<file path="src/dsr_pkg.sv">
/*
 * Package for the loop status readout: register offsets, field positions,
 * reset values, state codes and the carrier structs shared by the block.
 * Assumes a single 40 MHz clock domain and a byte-wide register port.
 */
package dsr_pkg;

    localparam int unsigned DSR_ADDR_W = 7;
    localparam int unsigned DSR_REF_W = 4;
    localparam int unsigned DSR_NUM_REFS = 14;
    localparam int unsigned DSR_FREQ_W = 19;

    // register offsets
    localparam logic [6:0] DSR_ADDR_FREQ_HIGH = 7'h07;
    localparam logic [6:0] DSR_ADDR_LOOP_OPERATING_STATE = 7'h09;
    localparam logic [6:0] DSR_ADDR_PRIO_A = 7'h0A;
    localparam logic [6:0] DSR_ADDR_PRIO_B = 7'h0B;
    localparam logic [6:0] DSR_ADDR_FREQ_LOW = 7'h0C;
    localparam logic [6:0] DSR_ADDR_FREQ_MID = 7'h0D;
    localparam logic [6:0] DSR_ADDR_VALID_LOW = 7'h0E;
    localparam logic [6:0] DSR_ADDR_VALID_HIGH = 7'h0F;

    // field positions
    localparam int unsigned DSR_POS_AUX_SOFT = 4;
    localparam int unsigned DSR_POS_HI_NIB = 4;
    localparam int unsigned DSR_POS_LO_NIB = 0;

    // reset values, reference codes and frequency limits
    localparam logic [7:0] DSR_RST_BYTE = 8'h00;
    localparam logic [3:0] DSR_REF_NONE = 4'h0;
    localparam logic [3:0] DSR_REF_UNUSED = 4'hF;
    localparam logic [3:0] DSR_REF_MAX = 4'hE;
    localparam logic [18:0] DSR_FREQ_MAX = 19'h3FFFF;
    localparam logic [18:0] DSR_FREQ_MIN = 19'h40000;

    // lsb weight of the frequency report, in ppm
    localparam real DSR_PPM_PER_LSB = 0.0003068;

    typedef enum logic [2:0] {
        DSR_ST_UNUSED = 3'b000,
        DSR_ST_FREE_RUN = 3'b001,
        DSR_ST_HOLDOVER = 3'b010,
        DSR_ST_LOCKED = 3'b100,
        DSR_ST_PRELOCK2 = 3'b101,
        DSR_ST_PRELOCK = 3'b110,
        DSR_ST_LOSS_LOCK = 3'b111
    } dsr_state_t;

    localparam dsr_state_t DSR_ST_RESET = DSR_ST_FREE_RUN;

    // per-loop view from the selection core
    typedef struct packed {
        logic [13:0] cand;
        logic [3:0] selected_ref;
        logic [18:0] integ_freq;
    } dsr_loop_in_t;

    // host port strobes
    typedef struct packed {
        logic rd;
        logic [6:0] addr;
    } dsr_host_req_t;

    typedef struct packed {
        logic [3:0] best_ref;
        logic [3:0] second_ref;
        logic [3:0] third_ref;
        logic [3:0] selected_ref;
    } dsr_rank_t;

    typedef struct packed {
        dsr_state_t main_loop_state;
        logic aux_loop_soft_alarm;
        dsr_rank_t rank;
        logic [18:0] loop_freq_offset;
        logic [2:0] freq_hi_snap;
        logic [7:0] freq_mid_snap;
        logic [13:0] valid_status;
        logic [7:0] rdata;
    } dsr_state_reg_t;

endpackage

</file>
<file path="src/dsr_status_readout.sv">
/*
 * Status readout for the main and auxiliary loops: ranked references,
 * selected reference, operating state, soft alarm and frequency offset.
 * Assumes loop inputs come from logic on clk; the host read strobe and
 * address are synchronous to clk, one cycle per read.
 */
`timescale 1ns/1ps

// Operation
// - aux soft alarm bit is 1 while aux frequency exceeds soft limits
// - main state field codes free-run 001, holdover 010, locked 100
// - prelocked2 101, prelocked 110, loss-of-lock 111; other codes never shown
// - upper nibble of priority A shows best valid ref, 0000 if none
// - view select 0 shows main loop fields, 1 shows aux loop
// - software-invalidated inputs never appear in ranked or selected fields
// - selected ref is not forced to equal best ref
// - input n coded as n, 1..14; code 1111 never reported
// - lower nibble of priority A shows selected ref, 0000 if none
// - upper nibble of priority B shows third ref, 0000 if fewer
// - lower nibble of priority B shows second ref, 0000 if fewer
// - frequency report is 19-bit signed offset of viewed loop
// - bits 7:0 in low frequency byte, 15:8 in mid byte
// - with freeze-at-limit set, report stops at min or max frequency
// - each lsb is a fixed ppm step of 0.0003068
// - frequency taken from loop integral path, an averaged value
// - bits 18:16 in high byte bits 2:0, upper bits zero
module dsr_status_readout
    import dsr_pkg::*;
(
    input wire logic clk,
    input wire logic rst,
    input wire logic clk_en,
    input wire dsr_host_req_t host_req,
    input wire logic loop_view_select,
    input wire logic freeze_at_limit,
    input wire logic revertive_enable,
    input wire logic [13:0] ref_valid_ctrl,
    input wire logic [13:0] input_valid,
    input wire logic [2:0] main_state_raw,
    input wire logic aux_freq_outside_soft,
    input wire dsr_loop_in_t main_loop,
    input wire dsr_loop_in_t aux_loop,
    output logic [7:0] host_rdata,
    output logic [2:0] main_loop_state,
    output logic aux_loop_soft_alarm,
    output dsr_rank_t rank_view,
    output logic [18:0] loop_freq_offset
);

    dsr_state_reg_t s_q;
    dsr_state_reg_t s_d;

    // pick the lowest-numbered set bit; returns code n or 0
    function automatic logic [3:0] first_ref(input logic [13:0] c);
        logic [3:0] r;
        r = DSR_REF_NONE;
        for (int i = DSR_NUM_REFS - 1; i >= 0; i--) begin
            if (c[i]) begin
                r = 4'(i + 1);
            end
        end
        return r;
    endfunction

    // clear the bit that a code names, so the next rank can be found
    function automatic logic [13:0] drop_ref(input logic [13:0] c,
                                             input logic [3:0] code);
        logic [13:0] r;
        r = c;
        if (code != DSR_REF_NONE && code <= DSR_REF_MAX) begin
            r[code - 4'h1] = 1'b0;
        end
        return r;
    endfunction

    // only codes 1..14 naming a usable input pass; others read as none
    function automatic logic [3:0] clean_ref(input logic [3:0] code,
                                             input logic [13:0] ok);
        logic [3:0] r;
        r = DSR_REF_NONE;
        if (code != DSR_REF_NONE && code <= DSR_REF_MAX) begin
            if (ok[code - 4'h1]) begin
                r = code;
            end
        end
        return r;
    endfunction

    dsr_loop_in_t view;
    logic [13:0] usable;
    logic [13:0] left1;
    logic [13:0] left2;
    logic [3:0] r1;
    logic [3:0] r2;
    logic [3:0] r3;
    logic at_limit;
    logic freq_rd;

    always_comb begin
        s_d = s_q;
        view = loop_view_select ? aux_loop : main_loop;
        usable = view.cand & input_valid & ref_valid_ctrl;
        r1 = first_ref(usable);
        left1 = drop_ref(usable, r1);
        r2 = first_ref(left1);
        left2 = drop_ref(left1, r2);
        r3 = first_ref(left2);
        s_d.rank.best_ref = r1;
        s_d.rank.second_ref = r2;
        s_d.rank.third_ref = r3;
        // selection passed if usable, else none; not tied to best
        s_d.rank.selected_ref = clean_ref(view.selected_ref, usable);

        // invalid codes keep the last legal state
        case (main_state_raw)
            3'b001: s_d.main_loop_state = DSR_ST_FREE_RUN;
            3'b010: s_d.main_loop_state = DSR_ST_HOLDOVER;
            3'b100: s_d.main_loop_state = DSR_ST_LOCKED;
            3'b101: s_d.main_loop_state = DSR_ST_PRELOCK2;
            3'b110: s_d.main_loop_state = DSR_ST_PRELOCK;
            3'b111: s_d.main_loop_state = DSR_ST_LOSS_LOCK;
            default: s_d.main_loop_state = s_q.main_loop_state;
        endcase

        s_d.aux_loop_soft_alarm = aux_freq_outside_soft;
        s_d.valid_status = input_valid & ref_valid_ctrl;

        // hold once pinned at an end of range
        at_limit = (s_q.loop_freq_offset == DSR_FREQ_MAX) ||
                   (s_q.loop_freq_offset == DSR_FREQ_MIN);
        if (!(freeze_at_limit && at_limit)) begin
            s_d.loop_freq_offset = view.integ_freq;
        end

        freq_rd = host_req.rd && host_req.addr == DSR_ADDR_FREQ_LOW;
        // low byte read freezes upper bytes
        if (freq_rd) begin
            s_d.freq_mid_snap = s_q.loop_freq_offset[15:8];
            s_d.freq_hi_snap = s_q.loop_freq_offset[18:16];
        end

        s_d.rdata = DSR_RST_BYTE;
        if (host_req.rd) begin
            case (host_req.addr)
                DSR_ADDR_LOOP_OPERATING_STATE: begin
                    s_d.rdata[DSR_POS_AUX_SOFT] = s_q.aux_loop_soft_alarm;
                    s_d.rdata[2:0] = s_q.main_loop_state;
                end
                DSR_ADDR_PRIO_A: begin
                    s_d.rdata = {s_q.rank.best_ref, s_q.rank.selected_ref};
                end
                DSR_ADDR_PRIO_B: begin
                    s_d.rdata = {s_q.rank.third_ref, s_q.rank.second_ref};
                end
                DSR_ADDR_FREQ_LOW: begin
                    s_d.rdata = s_q.loop_freq_offset[7:0];
                end
                DSR_ADDR_FREQ_MID: begin
                    s_d.rdata = s_q.freq_mid_snap;
                end
                DSR_ADDR_FREQ_HIGH: begin
                    s_d.rdata = {5'h00, s_q.freq_hi_snap};
                end
                DSR_ADDR_VALID_LOW: begin
                    s_d.rdata = s_q.valid_status[7:0];
                end
                DSR_ADDR_VALID_HIGH: begin
                    s_d.rdata = {2'h0, s_q.valid_status[13:8]};
                end
                default: s_d.rdata = DSR_RST_BYTE;
            endcase
        end
    end

    // revertive mode only matters to the selector; kept for visibility
    logic revertive_enable_unused;
    assign revertive_enable_unused = revertive_enable;

    always_ff @(posedge clk) begin
        if (rst) begin
            s_q <= '0;
            s_q.main_loop_state <= DSR_ST_RESET;
        end else if (clk_en) begin
            s_q <= s_d;
        end
    end

    assign host_rdata = s_q.rdata;
    assign main_loop_state = s_q.main_loop_state;
    assign aux_loop_soft_alarm = s_q.aux_loop_soft_alarm;
    assign rank_view = s_q.rank;
    assign loop_freq_offset = s_q.loop_freq_offset;

endmodule

</file>
<file path="config.mk">
export PLATFORM = sky130hd
export DESIGN_NAME = dsr_status_readout
export DESIGN_NICKNAME = d
export VERILOG_FILES = /design/src/dsr_pkg.sv /design/src/dsr_status_readout.sv
export SDC_FILE = /design/constraint.sdc
export NUM_CORES = 1
export LEC_CHECK = 0
export BUFFER_PORTS_ARGS = -buffer_cell sky130_fd_sc_hd__buf_4
export CELL_PAD_IN_SITES_DETAIL_PLACEMENT = 0
export CELL_PAD_IN_SITES_GLOBAL_PLACEMENT = 1
export CORE_MARGIN = 1.5
export CORE_UTILIZATION = 40
export DETAILED_ROUTE_END_ITERATION = 7
export PLACE_DENSITY_LB_ADDON = 0.2
export SYNTH_ARGS = -nofsm -noshare
export SYNTH_HDL_FRONTEND = slang
export SYNTH_SLANG_ARGS = --single-unit
</file>
<file path="constraint.sdc">
create_clock -name clk -period 8.6 [get_ports clk]
set_input_delay 2.58 -clock clk [delete_from_list [all_inputs] [get_ports clk]]
set_output_delay 2.58 -clock clk [all_outputs]
set_load 0.005 [all_outputs]
</file>
==> impl_metrics.yaml, run 1 <==
status:
  status: "finished, final reports clean"
critical_path:
  path_delay_family: "simple AND/OR/NAND/NOR gates"
  critPathRequiredTime_ps: 8830
  worstPathMaxFanout: 38
  crit_path_end_kind: "register"
  cp-start-kind: "input pin"
  worstPathCellList: "buf_4 -> mux2_2 -> and3_1 -> nor4_2 -> nand3_1 -> o31ai_2 -> nor4_2 -> o21ai_2 -> and4b_1 -> o21ai_1 -> nor2_1 -> a32o_1"
  r2r-end: "loop_freq_offset[1]$_SDFFE_PP0P_"
  reg2reg_slack_ps: 6700
  cp.arrival_ps: 6580
  timing.rr.start: "loop_freq_offset[15]$_SDFFE_PP0P_"
  reg2reg_depth: 7
  cp_num_buf_inv: 1
  path_class: "in2reg"
  cp_slowest_cell: "nor4_2"
  crit_top_cell: "nor4_2"
  cpPeakStageDelay_ps: 600
layout:
  area_growth_pct: 24.6
  drive_gt1_share_pct: 30.8
  n_antenna_cell: 0
  ff_latch_area_sq_um: 1440
  final_util_pct: 51.2
  fill_cells: 1251
  multi_input_area_sq_um: 3260
  fin_nets: 858
  fin_area_sq_um: 6490
pwr:
  switching_share_pct: 31.1
  powerDensity_nw_per_um2: 157
  switchingPower_w: 0.000317
  combPwrFrac_pct: 25.5
  peakVddDrop_uv: 93.1
  p_int_w: 0.000702
  pwr-share-clk_pct: 37.9
  leakage_nw: 2.71
  seq_power_share_pct: 36.5
floorplanning:
  ioPinCount: 167
  core_area_sq_um: 12700
  die_w_microns: 117
  rows: 41
  initial_core_util_pct: 41.1
  die_h_microns: 117
  dieArea_sq_um: 13700
clocking:
  cts.sinks: 72
  cts_tree: "yes"
  cts-root-buf: "clkbuf_16"
  ctsHoldBuffers: 0
  clockBufferDepth: 2
  cts_buffers: 9
  ctsResizeCount: 0
  clk-insertion-delay-late_ps: 340
  clk_pin_slew_worst_paths_ps: 60
  htree_num_levels: 3
  postCtsSetupBuffers: 0
logic_synthesis:
  synth_area_sq_um: 5210
  netlist_instances: 638
  syn-num-nets: 760
  ys_seq_area_share_pct: 27.7
  ys_seq_elements: 72
  synth_edf_count: 0
  synth_cell_type_count: 87
  syn_area_per_cell_sq_um: 8.17
  yosysWarnings: 0
  ys.flop_type: "dfxtp_1"
  async_flop_share_pct: 0
hold_path:
  hold_class: "reg2reg"
  hold_start: "host_rdata[2]$_SDFFE_PP0P_"
  whs_path_depth: 2
  hold_path_end: "host_rdata[2]$_SDFFE_PP0P_"
sta:
  hold_viol: 0
  worst_slew_pin_slew_ps: 1010
  relSlewSlack_pct: 32.1
  fin_skew_ps: 12.2
  fin_crit_ps: 6350
  rsz0062_at_grt: "false"
  max_clock_freq_mhz: 157
  setup_viol: 0
  timing.setup.tns_ps: 0
  period_share_pct: 73.8
  report.final.slew_viol_count: 0
global_routing:
  grt_max_degree: 73
  grt_pass1_vias: 4838
  grt_overflow: 0
  grt_pass1_wl_microns: 26300
  grt_usage_pct: 25.4
  antenna_found_initial: 0
placed_design:
  place_hpwl_microns: 13500
  place_area_sq_um: 6180
  gp_congestion: 0.867
  io_buffer_count: 165
drt:
  drc: 0
  wire_per_inst_microns: 18.8
  drtPass1Iterations: 5
  avgViaCountPerCell: 5.63
  drt-total-wl_microns: 17200
  drt_iter0_drc: 282
  vias: 5139
  ant_nets: 0
flow_run:
  maxCapViolations: 0
placed cells by master, fill, tap and decap left out, types with 5 or more instances in the layout:
master,count
buf_4,167
a22oi_1,6
a21oi_1,51
o21ai_0,24
mux2_2,5
nand2_1,60
nor3_1,8
and3_1,6
a211oi_1,22
nand3_1,24
mux4_2,5
mux2i_1,52
nor2_1,81
clkbuf_16,9
nand4_1,9
and2_1,6
a311oi_1,5
dfxtp_1,72
power by group through the flow:
stage / clock network, W / logic (W) / registers [W]
final: 0.000386 / 0.000260 / 0.000372
after global routing: 0.000406 / 0.000283 / 0.000374
after CTS: 0.000392 / 0.000259 / 0.000372
after detailed placement: 0 / 0.000259 / 0.000379
after global placement: 0 / 0.000256 / 0.000379
after floorplan: 0 / 0.000175 / 0.000369
registers in the layout, indices dropped and copies added, names as in the netlist:
register / cells
s_q: 25
loop_freq_offset: 19
rank_view: 16
host_rdata: 8
main_loop_state: 3
aux_loop_soft_alarm: 1
Yosys cell counts (6+ instances only):
library cell,instances,area share (%)
clkbuf_1,24,1.7
dfxtp_1,72,28
nand4_1,9,1.1
a22oi_1,6,0.86
mux2i_1,52,10
buf_4,46,6.6
and2_1,6,0.72
nand2_1,60,4.3
nor3_1,8,0.77
a211oi_1,22,3.2
o21ai_0,24,2.3
and3_1,6,0.72
a21oi_1,52,5.0
nor2_1,81,5.8
buf_1,6,0.43
nand3_1,24,2.3
worst min-delay path, delay by kind of cell (launching register included):
| kind | cells | cell delay [ps] |
|---|---|---|
| flops | 1 | 310 |
| simple gates | 1 | 60 |
| compound gates | 1 | 50 |
area by class of cell:
cell class                 count  share of cell area, %
clock buffer                   9                   3.47
clock inverter                 7                   1.27
inverter                       4                  0.231
multi-input combinational    482                   50.2
sequential                    72                   22.2
tap                          172                   3.31
timing repair buffer         167                   19.3
worst max-delay path by stage:
stage | startpoint | cells past startpoint | slack (ps) | end
after floorplan | loop_view_select | 13 | 3140 | rank_view[6]$_SDFFE_PP0P_
after global placement | loop_view_select | 12 | 2010 | rank_view[7]$_SDFFE_PP0P_
after detailed placement | loop_view_select | 12 | 1960 | rank_view[7]$_SDFFE_PP0P_
after CTS | loop_view_select | 12 | 2320 | rank_view[7]$_SDFFE_PP0P_
after global routing | loop_view_select | 12 | 1960 | rank_view[7]$_SDFFE_PP0P_
final | loop_view_select | 12 | 2250 | rank_view[7]$_SDFFE_PP0P_
through the flow:
stage          hold slack (ps)  std cells  setup slack, ps  total power, W
6_report                   465        913             2250         0.00102
5_1_grt                    496        913             1960         0.00106
4_1_cts                    466        913             2320         0.00102
3_5_place_dp               457        897             1960        0.000638
3_3_place_gp               456        897             2010        0.000635
2_1_floorplan              442        638             3140        0.000544
per-layer routing:
metal	up-vias	routed length, microns	global-route usage [%]
li1	2528	-	-
met1	2421	8200	35.8
met2	173	7710	40.0
met3	17	1050	4.99
met4	0	234	6.51
met5	-	0	0
cells by family after synthesis:
family,after synthesis,synth area share (%)
compound gates,178,24.9
xor+xnor,3,0.504
fa+ha+maj,3,0.672
buf+inv,84,9.89
flops,72,27.7
mux,68,14.9
simple gates,230,21.5
Note: power is estimated with default switching activity, not from simulation.
==> inputs of run 2 (changes only) <==
--- a/config.mk
+++ b/config.mk
@@ -5,11 +5,12 @@
 export SDC_FILE = /design/constraint.sdc
 export NUM_CORES = 1
 export LEC_CHECK = 0
+export ABC_AREA = 1
 export BUFFER_PORTS_ARGS = -buffer_cell sky130_fd_sc_hd__buf_4
 export CELL_PAD_IN_SITES_DETAIL_PLACEMENT = 0
 export CELL_PAD_IN_SITES_GLOBAL_PLACEMENT = 1
 export CORE_MARGIN = 1.5
-export CORE_UTILIZATION = 40
+export CORE_UTILIZATION = 32
 export DETAILED_ROUTE_END_ITERATION = 7
 export PLACE_DENSITY_LB_ADDON = 0.2
 export SYNTH_ARGS = -nofsm -noshare
==> constraint.sdc (replaced) <==
create_clock -name clk -period 5.2 [get_ports clk]
set_input_delay 1.56 -clock clk [delete_from_list [all_inputs] [get_ports clk]]
set_output_delay 1.56 -clock clk [all_outputs]
set_load 0.005 [all_outputs]
==> run 2 against run 1 <==
  * Design area rose by 1.8%
  * Hold slack worse by 16 ps
  * Clock power up 99%
  * Power is 81% higher
==> impl_metrics.yaml, run 2 <==
logic_synthesis:
  ys.flop_type: "dfxtp_1"
  syn_area_per_cell_sq_um: 6.46
  synth_compound_area_share_pct: 21.6
  synthSimpleGateAreaFrac_pct: 32.6
  yosys.area.top_type_share_pct: 28.8
  ys_seq_area_share_pct: 28.8
  syn-num-nets: 897
  ys_top_cells_by_count: "180 x nand2_1, 77 x o21ai_0, 72 x dfxtp_1"
  synthTopCellsByArea: "dfxtp_1 29%, nand2_1 13%, o21ai_0 7.7%, buf_4 6.9%, a21oi_1 5.9%"
  ys_seq_elements: 72
  netlist_instances: 775
  yosysMostFrequentCell: "nand2_1"
  synth_xor_area_share_pct: 0.175
  synth_top_family_by_area: "simple AND/OR/NAND/NOR gates"
  synth_top_cell_by_area: "dfxtp_1"
  synth_area_sq_um: 5010
  yosysWarnings: 0
  muxShareOfSynthArea_pct: 0
  async_flop_share_pct: 0
  synth_cell_type_count: 54
  synth_fa_ha_area_share_pct: 0.500
  synth_edf_count: 0
clocking:
  clk-insertion-delay-late_ps: 330
  cts_tree: "yes"
  cts.sinks: 72
  clk_pin_slew_worst_paths_ps: 50
  clockBufferDepth: 2
  ctsHoldBuffers: 0
  postCtsSetupBuffers: 0
  htree_num_levels: 3
  cts-root-buf: "clkbuf_16"
  cts_buffers: 9
sta:
  rsz0062_at_grt: "false"
  report.final.slew_viol_count: 0
  period_share_pct: 91.8
  setup_viol: 0
  timing.setup.tns_ps: 0
  max_clock_freq_mhz: 209
  fin_crit_ps: 4770
  worst_slew_pin_slew_ps: 858
  fin_skew_ps: 7.44
  hold_viol: 0
  hold_ws_ps: 449
  relSlewSlack_pct: 42.7
global_routing:
  grt_overflow: 0
  grt_pass1_wl_microns: 26000
  grt_max_degree: 61
  antenna_found_initial: 0
  grt_pass1_vias: 5145
  grt_usage_pct: 20.0
floorplanning:
  initial_core_util_pct: 32.8
  rows: 45
  die_w_microns: 128
  die_h_microns: 128
  core_area_sq_um: 15300
  dieArea_sq_um: 16400
  ioPinCount: 167
drt:
  ant_nets: 0
  avgViaCountPerCell: 4.79
  drt_iter0_drc: 335
  drc: 0
  wire_per_inst_microns: 14.4
  drtPass1Iterations: 5
  vias: 5348
  drt-total-wl_microns: 16100
critical_path:
  cpPeakStageDelay_ps: 290
  setup.worst_path.end: "rank_view[6]$_SDFFE_PP0P_"
  crit_top_cell: "nand2_1"
  reg2reg_depth: 9
  reg2reg_slack_ps: 2870
  path_class: "in2reg"
  critPathRequiredTime_ps: 5410
  cp-start-kind: "input pin"
  crit_path_end_kind: "register"
  cp.arrival_ps: 4990
  worstPathMaxFanout: 17
  crit_path_start: "loop_view_select"
  r2r-end: "loop_freq_offset[13]$_SDFFE_PP0P_"
  timing.rr.start: "loop_freq_offset[0]$_SDFFE_PP0P_"
  cp_slowest_cell: "nor4_2"
layout:
  drive_gt1_share_pct: 30.6
  largest_reg_flops: 25
  area_growth_pct: 32.0
  layout_common_cells: "187 x buf_4, 180 x nand2_1, 77 x o21ai_0, 72 x dfxtp_1, 69 x inv_1"
  fin_nets: 1022
  layout_commonest_cell: "buf_4"
  n_antenna_cell: 0
  top_register: "s_q"
placed_design:
  place_hpwl_microns: 13300
  io_buffer_count: 165
  gp_congestion: 0.898
hold_path:
  hold_class: "reg2reg"
pwr:
  leakage_nw: 3.12
  powerDensity_nw_per_um2: 279
  peakVddDrop_uv: 148
status:
  status: "finished, final reports clean"
flow_run:
  maxCapViolations: 0
[run 2: changes by cell type after synthesis, moves of 7 or more]
cell / previous run / this run
a211oi_1: 22 / 1
a21oi_1: 52 / 59
a31oi_1: 3 / 20
inv_1: 4 / 69
inv_2: 0 / 18
mux2i_1: 52 / 0
nand2_1: 60 / 180
nand2_2: 0 / 9
nand4_1: 9 / 18
nor2_1: 81 / 60
o21ai_0: 24 / 77
[run 2: critical path: cells and delay by family]
family,cells,cell delay (ps)
simple gates,20,2100
compound gates,5,710
buf+inv,5,600
[run 2: kinds of logic after synthesis]
group,Yosys count
fa+ha+maj,2
xor+xnor,1
simple gates,346
flops,72
compound gates,188
buf+inv,166
[run 2: through the flow]
step	instance area, sq um	std cells	setup slack [ps]	util (%)	total power [W]
final	6610	1116	426	43.3	0.00184
after CTS	6600	1116	405	43.3	0.00186
after detailed placement	6230	1100	71.1	40.8	0.00109
after floorplan	5010	775	758	-	0.000913
after global placement	6230	1100	110	40.8	0.00108
after global routing	6610	1116	13.3	43.3	0.00194
[run 2: area by class of cell]
| cell class | count | area (sq um) |
|---|---|---|
| well taps | 211 | 264 |
| clock inverters | 6 | 138 |
| fillers | 1595 | 8650 |
| repair buffers | 188 | 1420 |
| flip-flops and latches | 72 | 1440 |
| multi-input cells | 537 | 2750 |
| clock buffers | 10 | 239 |
| inverters | 92 | 350 |
[run 2: what timing repair did]
item / 4_1_cts / 5_1_grt
endpoints found under the hold margin: 0 / 0
resized for setup: 0 / 3
setup endpoints to repair: 0 / 1
[run 2: report_power, final]
part           internal [W]  switching [W]  leakage (nW)
Sequential         0.000584      0.0000311         0.592
Clock              0.000533       0.000236         0.184
Combinational      0.000201       0.000256          2.35
[run 2: per-layer routing]
metal  share of wire (%)  routed length (microns)  global-route usage, %
met2                  48                     7660                   33.2
met1                  47                     7510                   27.1
met3                 4.4                      716                   3.09
met5                   0                        0                      0
met4                 1.5                      239                   5.16
[run 2: how the worst min path moves through the flow]
stage / startpoint / to / slack [ps] / cells past startpoint
6_report: s_q[23]$_SDFFE_PP0P_ / s_q[23]$_SDFFE_PP0P_ / 450 / 2
5_1_grt: s_q[23]$_SDFFE_PP0P_ / s_q[23]$_SDFFE_PP0P_ / 470 / 2
4_1_cts: s_q[26]$_SDFFE_PP0P_ / s_q[26]$_SDFFE_PP0P_ / 450 / 2
3_5_place_dp: s_q[26]$_SDFFE_PP0P_ / s_q[26]$_SDFFE_PP0P_ / 440 / 2
3_3_place_gp: s_q[29]$_SDFFE_PP0P_ / s_q[29]$_SDFFE_PP0P_ / 430 / 2
2_1_floorplan: s_q[25]$_SDFFE_PP0P_ / s_q[25]$_SDFFE_PP0P_ / 420 / 2
==> inputs of run 3 (changes only) <==
--- a/config.mk
+++ b/config.mk
@@ -13,6 +13,7 @@
 export CORE_UTILIZATION = 32
 export DETAILED_ROUTE_END_ITERATION = 7
 export PLACE_DENSITY_LB_ADDON = 0.2
+export REMOVE_ABC_BUFFERS = 1
 export SYNTH_ARGS = -nofsm -noshare
 export SYNTH_HDL_FRONTEND = slang
 export SYNTH_SLANG_ARGS = --single-unit
==> run 3 against run 2 <==
  * Final cell count increased by 2.2%
  * Register-to-register slack hardly changed
  * Highest routed layer unchanged
  * Sequential share of layout area shrank 0.43 points
==> impl_metrics.yaml, run 3 (same netlist as run 2, synthesis figures left out) <==
floorplanning:
  die_w_microns: 128
  rows: 45
  initial_core_util_pct: 32.8
  core_area_sq_um: 15300
  dieArea_sq_um: 16400
  die_h_microns: 128
  ioPinCount: 167
pwr:
  switching_share_pct: 30.2
  combPwrFrac_pct: 27.4
  finalPower_w: 0.00178
  p_int_w: 0.00124
  leakage_nw: 3.21
  powerDensity_nw_per_um2: 264
  switchingPower_w: 0.000537
  pwr-share-clk_pct: 38.0
  seq_power_share_pct: 34.6
  peakVddDrop_uv: 174
drt:
  vias: 5447
  wire_per_inst_microns: 14.5
  drtPass1Iterations: 4
  ant_nets: 0
  avgViaCountPerCell: 4.78
  drc: 0
  drt-total-wl_microns: 16500
  drt_iter0_drc: 346
sta:
  worst_slew_pin_slew_ps: 894
  report.final.slew_viol_count: 0
  period_share_pct: 92.9
  timing.setup.tns_ps: 0
  fin_crit_ps: 4830
  setup_ws_ps: 369
  rsz0062_at_grt: "false"
  max_clock_freq_mhz: 207
  setup_viol: 0
  hold_viol: 0
  fin_skew_ps: 8.24
  relSlewSlack_pct: 40.3
layout:
  layout_common_cells: "211 x buf_4, 179 x nand2_1, 77 x o21ai_0, 72 x dfxtp_1, 69 x inv_1"
  largest_reg_flops: 25
  n_antenna_cell: 0
  fill_cells: 1600
  ff_latch_area_sq_um: 1440
  layout_commonest_cell: "buf_4"
  area_growth_pct: 34.6
  drive_gt1_share_pct: 32.6
  top_register: "s_q"
  multi_input_area_sq_um: 2760
  fin_nets: 1046
placed_design:
  gp_congestion: 0.816
  place_ws_ps: -33.8
  place_hpwl_microns: 13600
  io_buffer_count: 165
status:
  status: "finished, final reports clean"
hold_path:
  whs_path_depth: 2
  hold_class: "reg2reg"
critical_path:
  cp-start-kind: "input pin"
  reg2reg_depth: 9
  cp.arrival_ps: 5060
  cp_slowest_cell: "nor4_2"
  crit_path_end_kind: "register"
  critPathRequiredTime_ps: 5430
  cpPeakStageDelay_ps: 280
  path_class: "in2reg"
  crit_top_cell: "nand2_1"
  worstPathMaxFanout: 15
clocking:
  ctsHoldBuffers: 0
  cts.sinks: 72
  clk-insertion-delay-late_ps: 340
  cts-root-buf: "clkbuf_16"
  htree_num_levels: 3
  clk_pin_slew_worst_paths_ps: 60
  cts_buffers: 9
  cts_tree: "yes"
  clockBufferDepth: 2
global_routing:
  grt_overflow: 0
  grt_pass1_wl_microns: 26400
  antenna_found_initial: 1
  grt_pass1_vias: 5151
  grt_usage_pct: 20.5
  grt_max_degree: 61
flow_run:
  maxCapViolations: 0
-- run 3: changes by cell type in the layout (fill, tap and decap cells not counted), sizes merged --
cell / previous run / this run
bufinv: 4 / 2
buf: 188 / 212
clkinv: 4 / 5
clkinvlp: 0 / 1
-- run 3: worst paths after layout --
path | slack (ps) | endpoint | from
min reg2reg | 460 | s_q[26]$_SDFFE_PP0P_ | s_q[26]$_SDFFE_PP0P_
min | 460 | s_q[26]$_SDFFE_PP0P_ | s_q[26]$_SDFFE_PP0P_
max reg2reg | 2880 | loop_freq_offset[0]$_SDFFE_PP0P_ | loop_freq_offset[0]$_SDFFE_PP0P_
max | 370 | rank_view[4]$_SDFFE_PP0P_ | loop_view_select
-- run 3: repair_timing --
action                                  4_1_cts  5_1_grt
setup buffers                                 0        1
endpoints found under the setup margin        0        4
gates resized for setup                       0        7
-- run 3: layout make-up --
cell class,count,share of cell area [%]
clock inverters,6,1.34
multi-input cells,537,40.9
inverters,92,5.23
clock buffers,10,3.54
well taps,211,3.92
flip-flops and latches,72,21.4
repair buffers,212,23.7
-- run 3: per-stage QoR --
| step | std cells | instance area (sq um) | hold slack [ps] | util, % |
|---|---|---|---|---|
| after floorplan | 701 | 4540 | 426 | - |
| after global placement | 1123 | 6390 | 439 | 41.9 |
| after detailed placement | 1123 | 6390 | 446 | 41.9 |
| after CTS | 1139 | 6720 | 454 | 44.0 |
| after global routing | 1140 | 6740 | 484 | 44.2 |
| final | 1140 | 6740 | 456 | 44.2 |
-- run 3: worst max-delay path, delay by kind of cell --
family / cells / cell delay [ps]
AOI/OAI and AO/OA: 3 / 490
and+or+nand+nor: 29 / 2550
buffers and inverters: 3 / 440
-- run 3: power groups by stage --
stage | sequential, W | clock [W] | combinational, W
after floorplan | 0.000617 | 0 | 0.000250
final | 0.000617 | 0.000676 | 0.000489
after global routing | 0.000621 | 0.000714 | 0.000549
after CTS | 0.000617 | 0.000683 | 0.000490
after global placement | 0.000629 | 0 | 0.000485
after detailed placement | 0.000628 | 0 | 0.000488
-- run 3: per-layer routing --
layer | GRT usage (%) | wire length, microns | vias to the layer above
met1 | 29.1 | 8290 | 2450
met3 | 4.59 | 981 | 13
li1 | - | - | 2819
met5 | 0 | 0 | -
met2 | 31.4 | 7040 | 165
met4 | 4.76 | 216 | 0
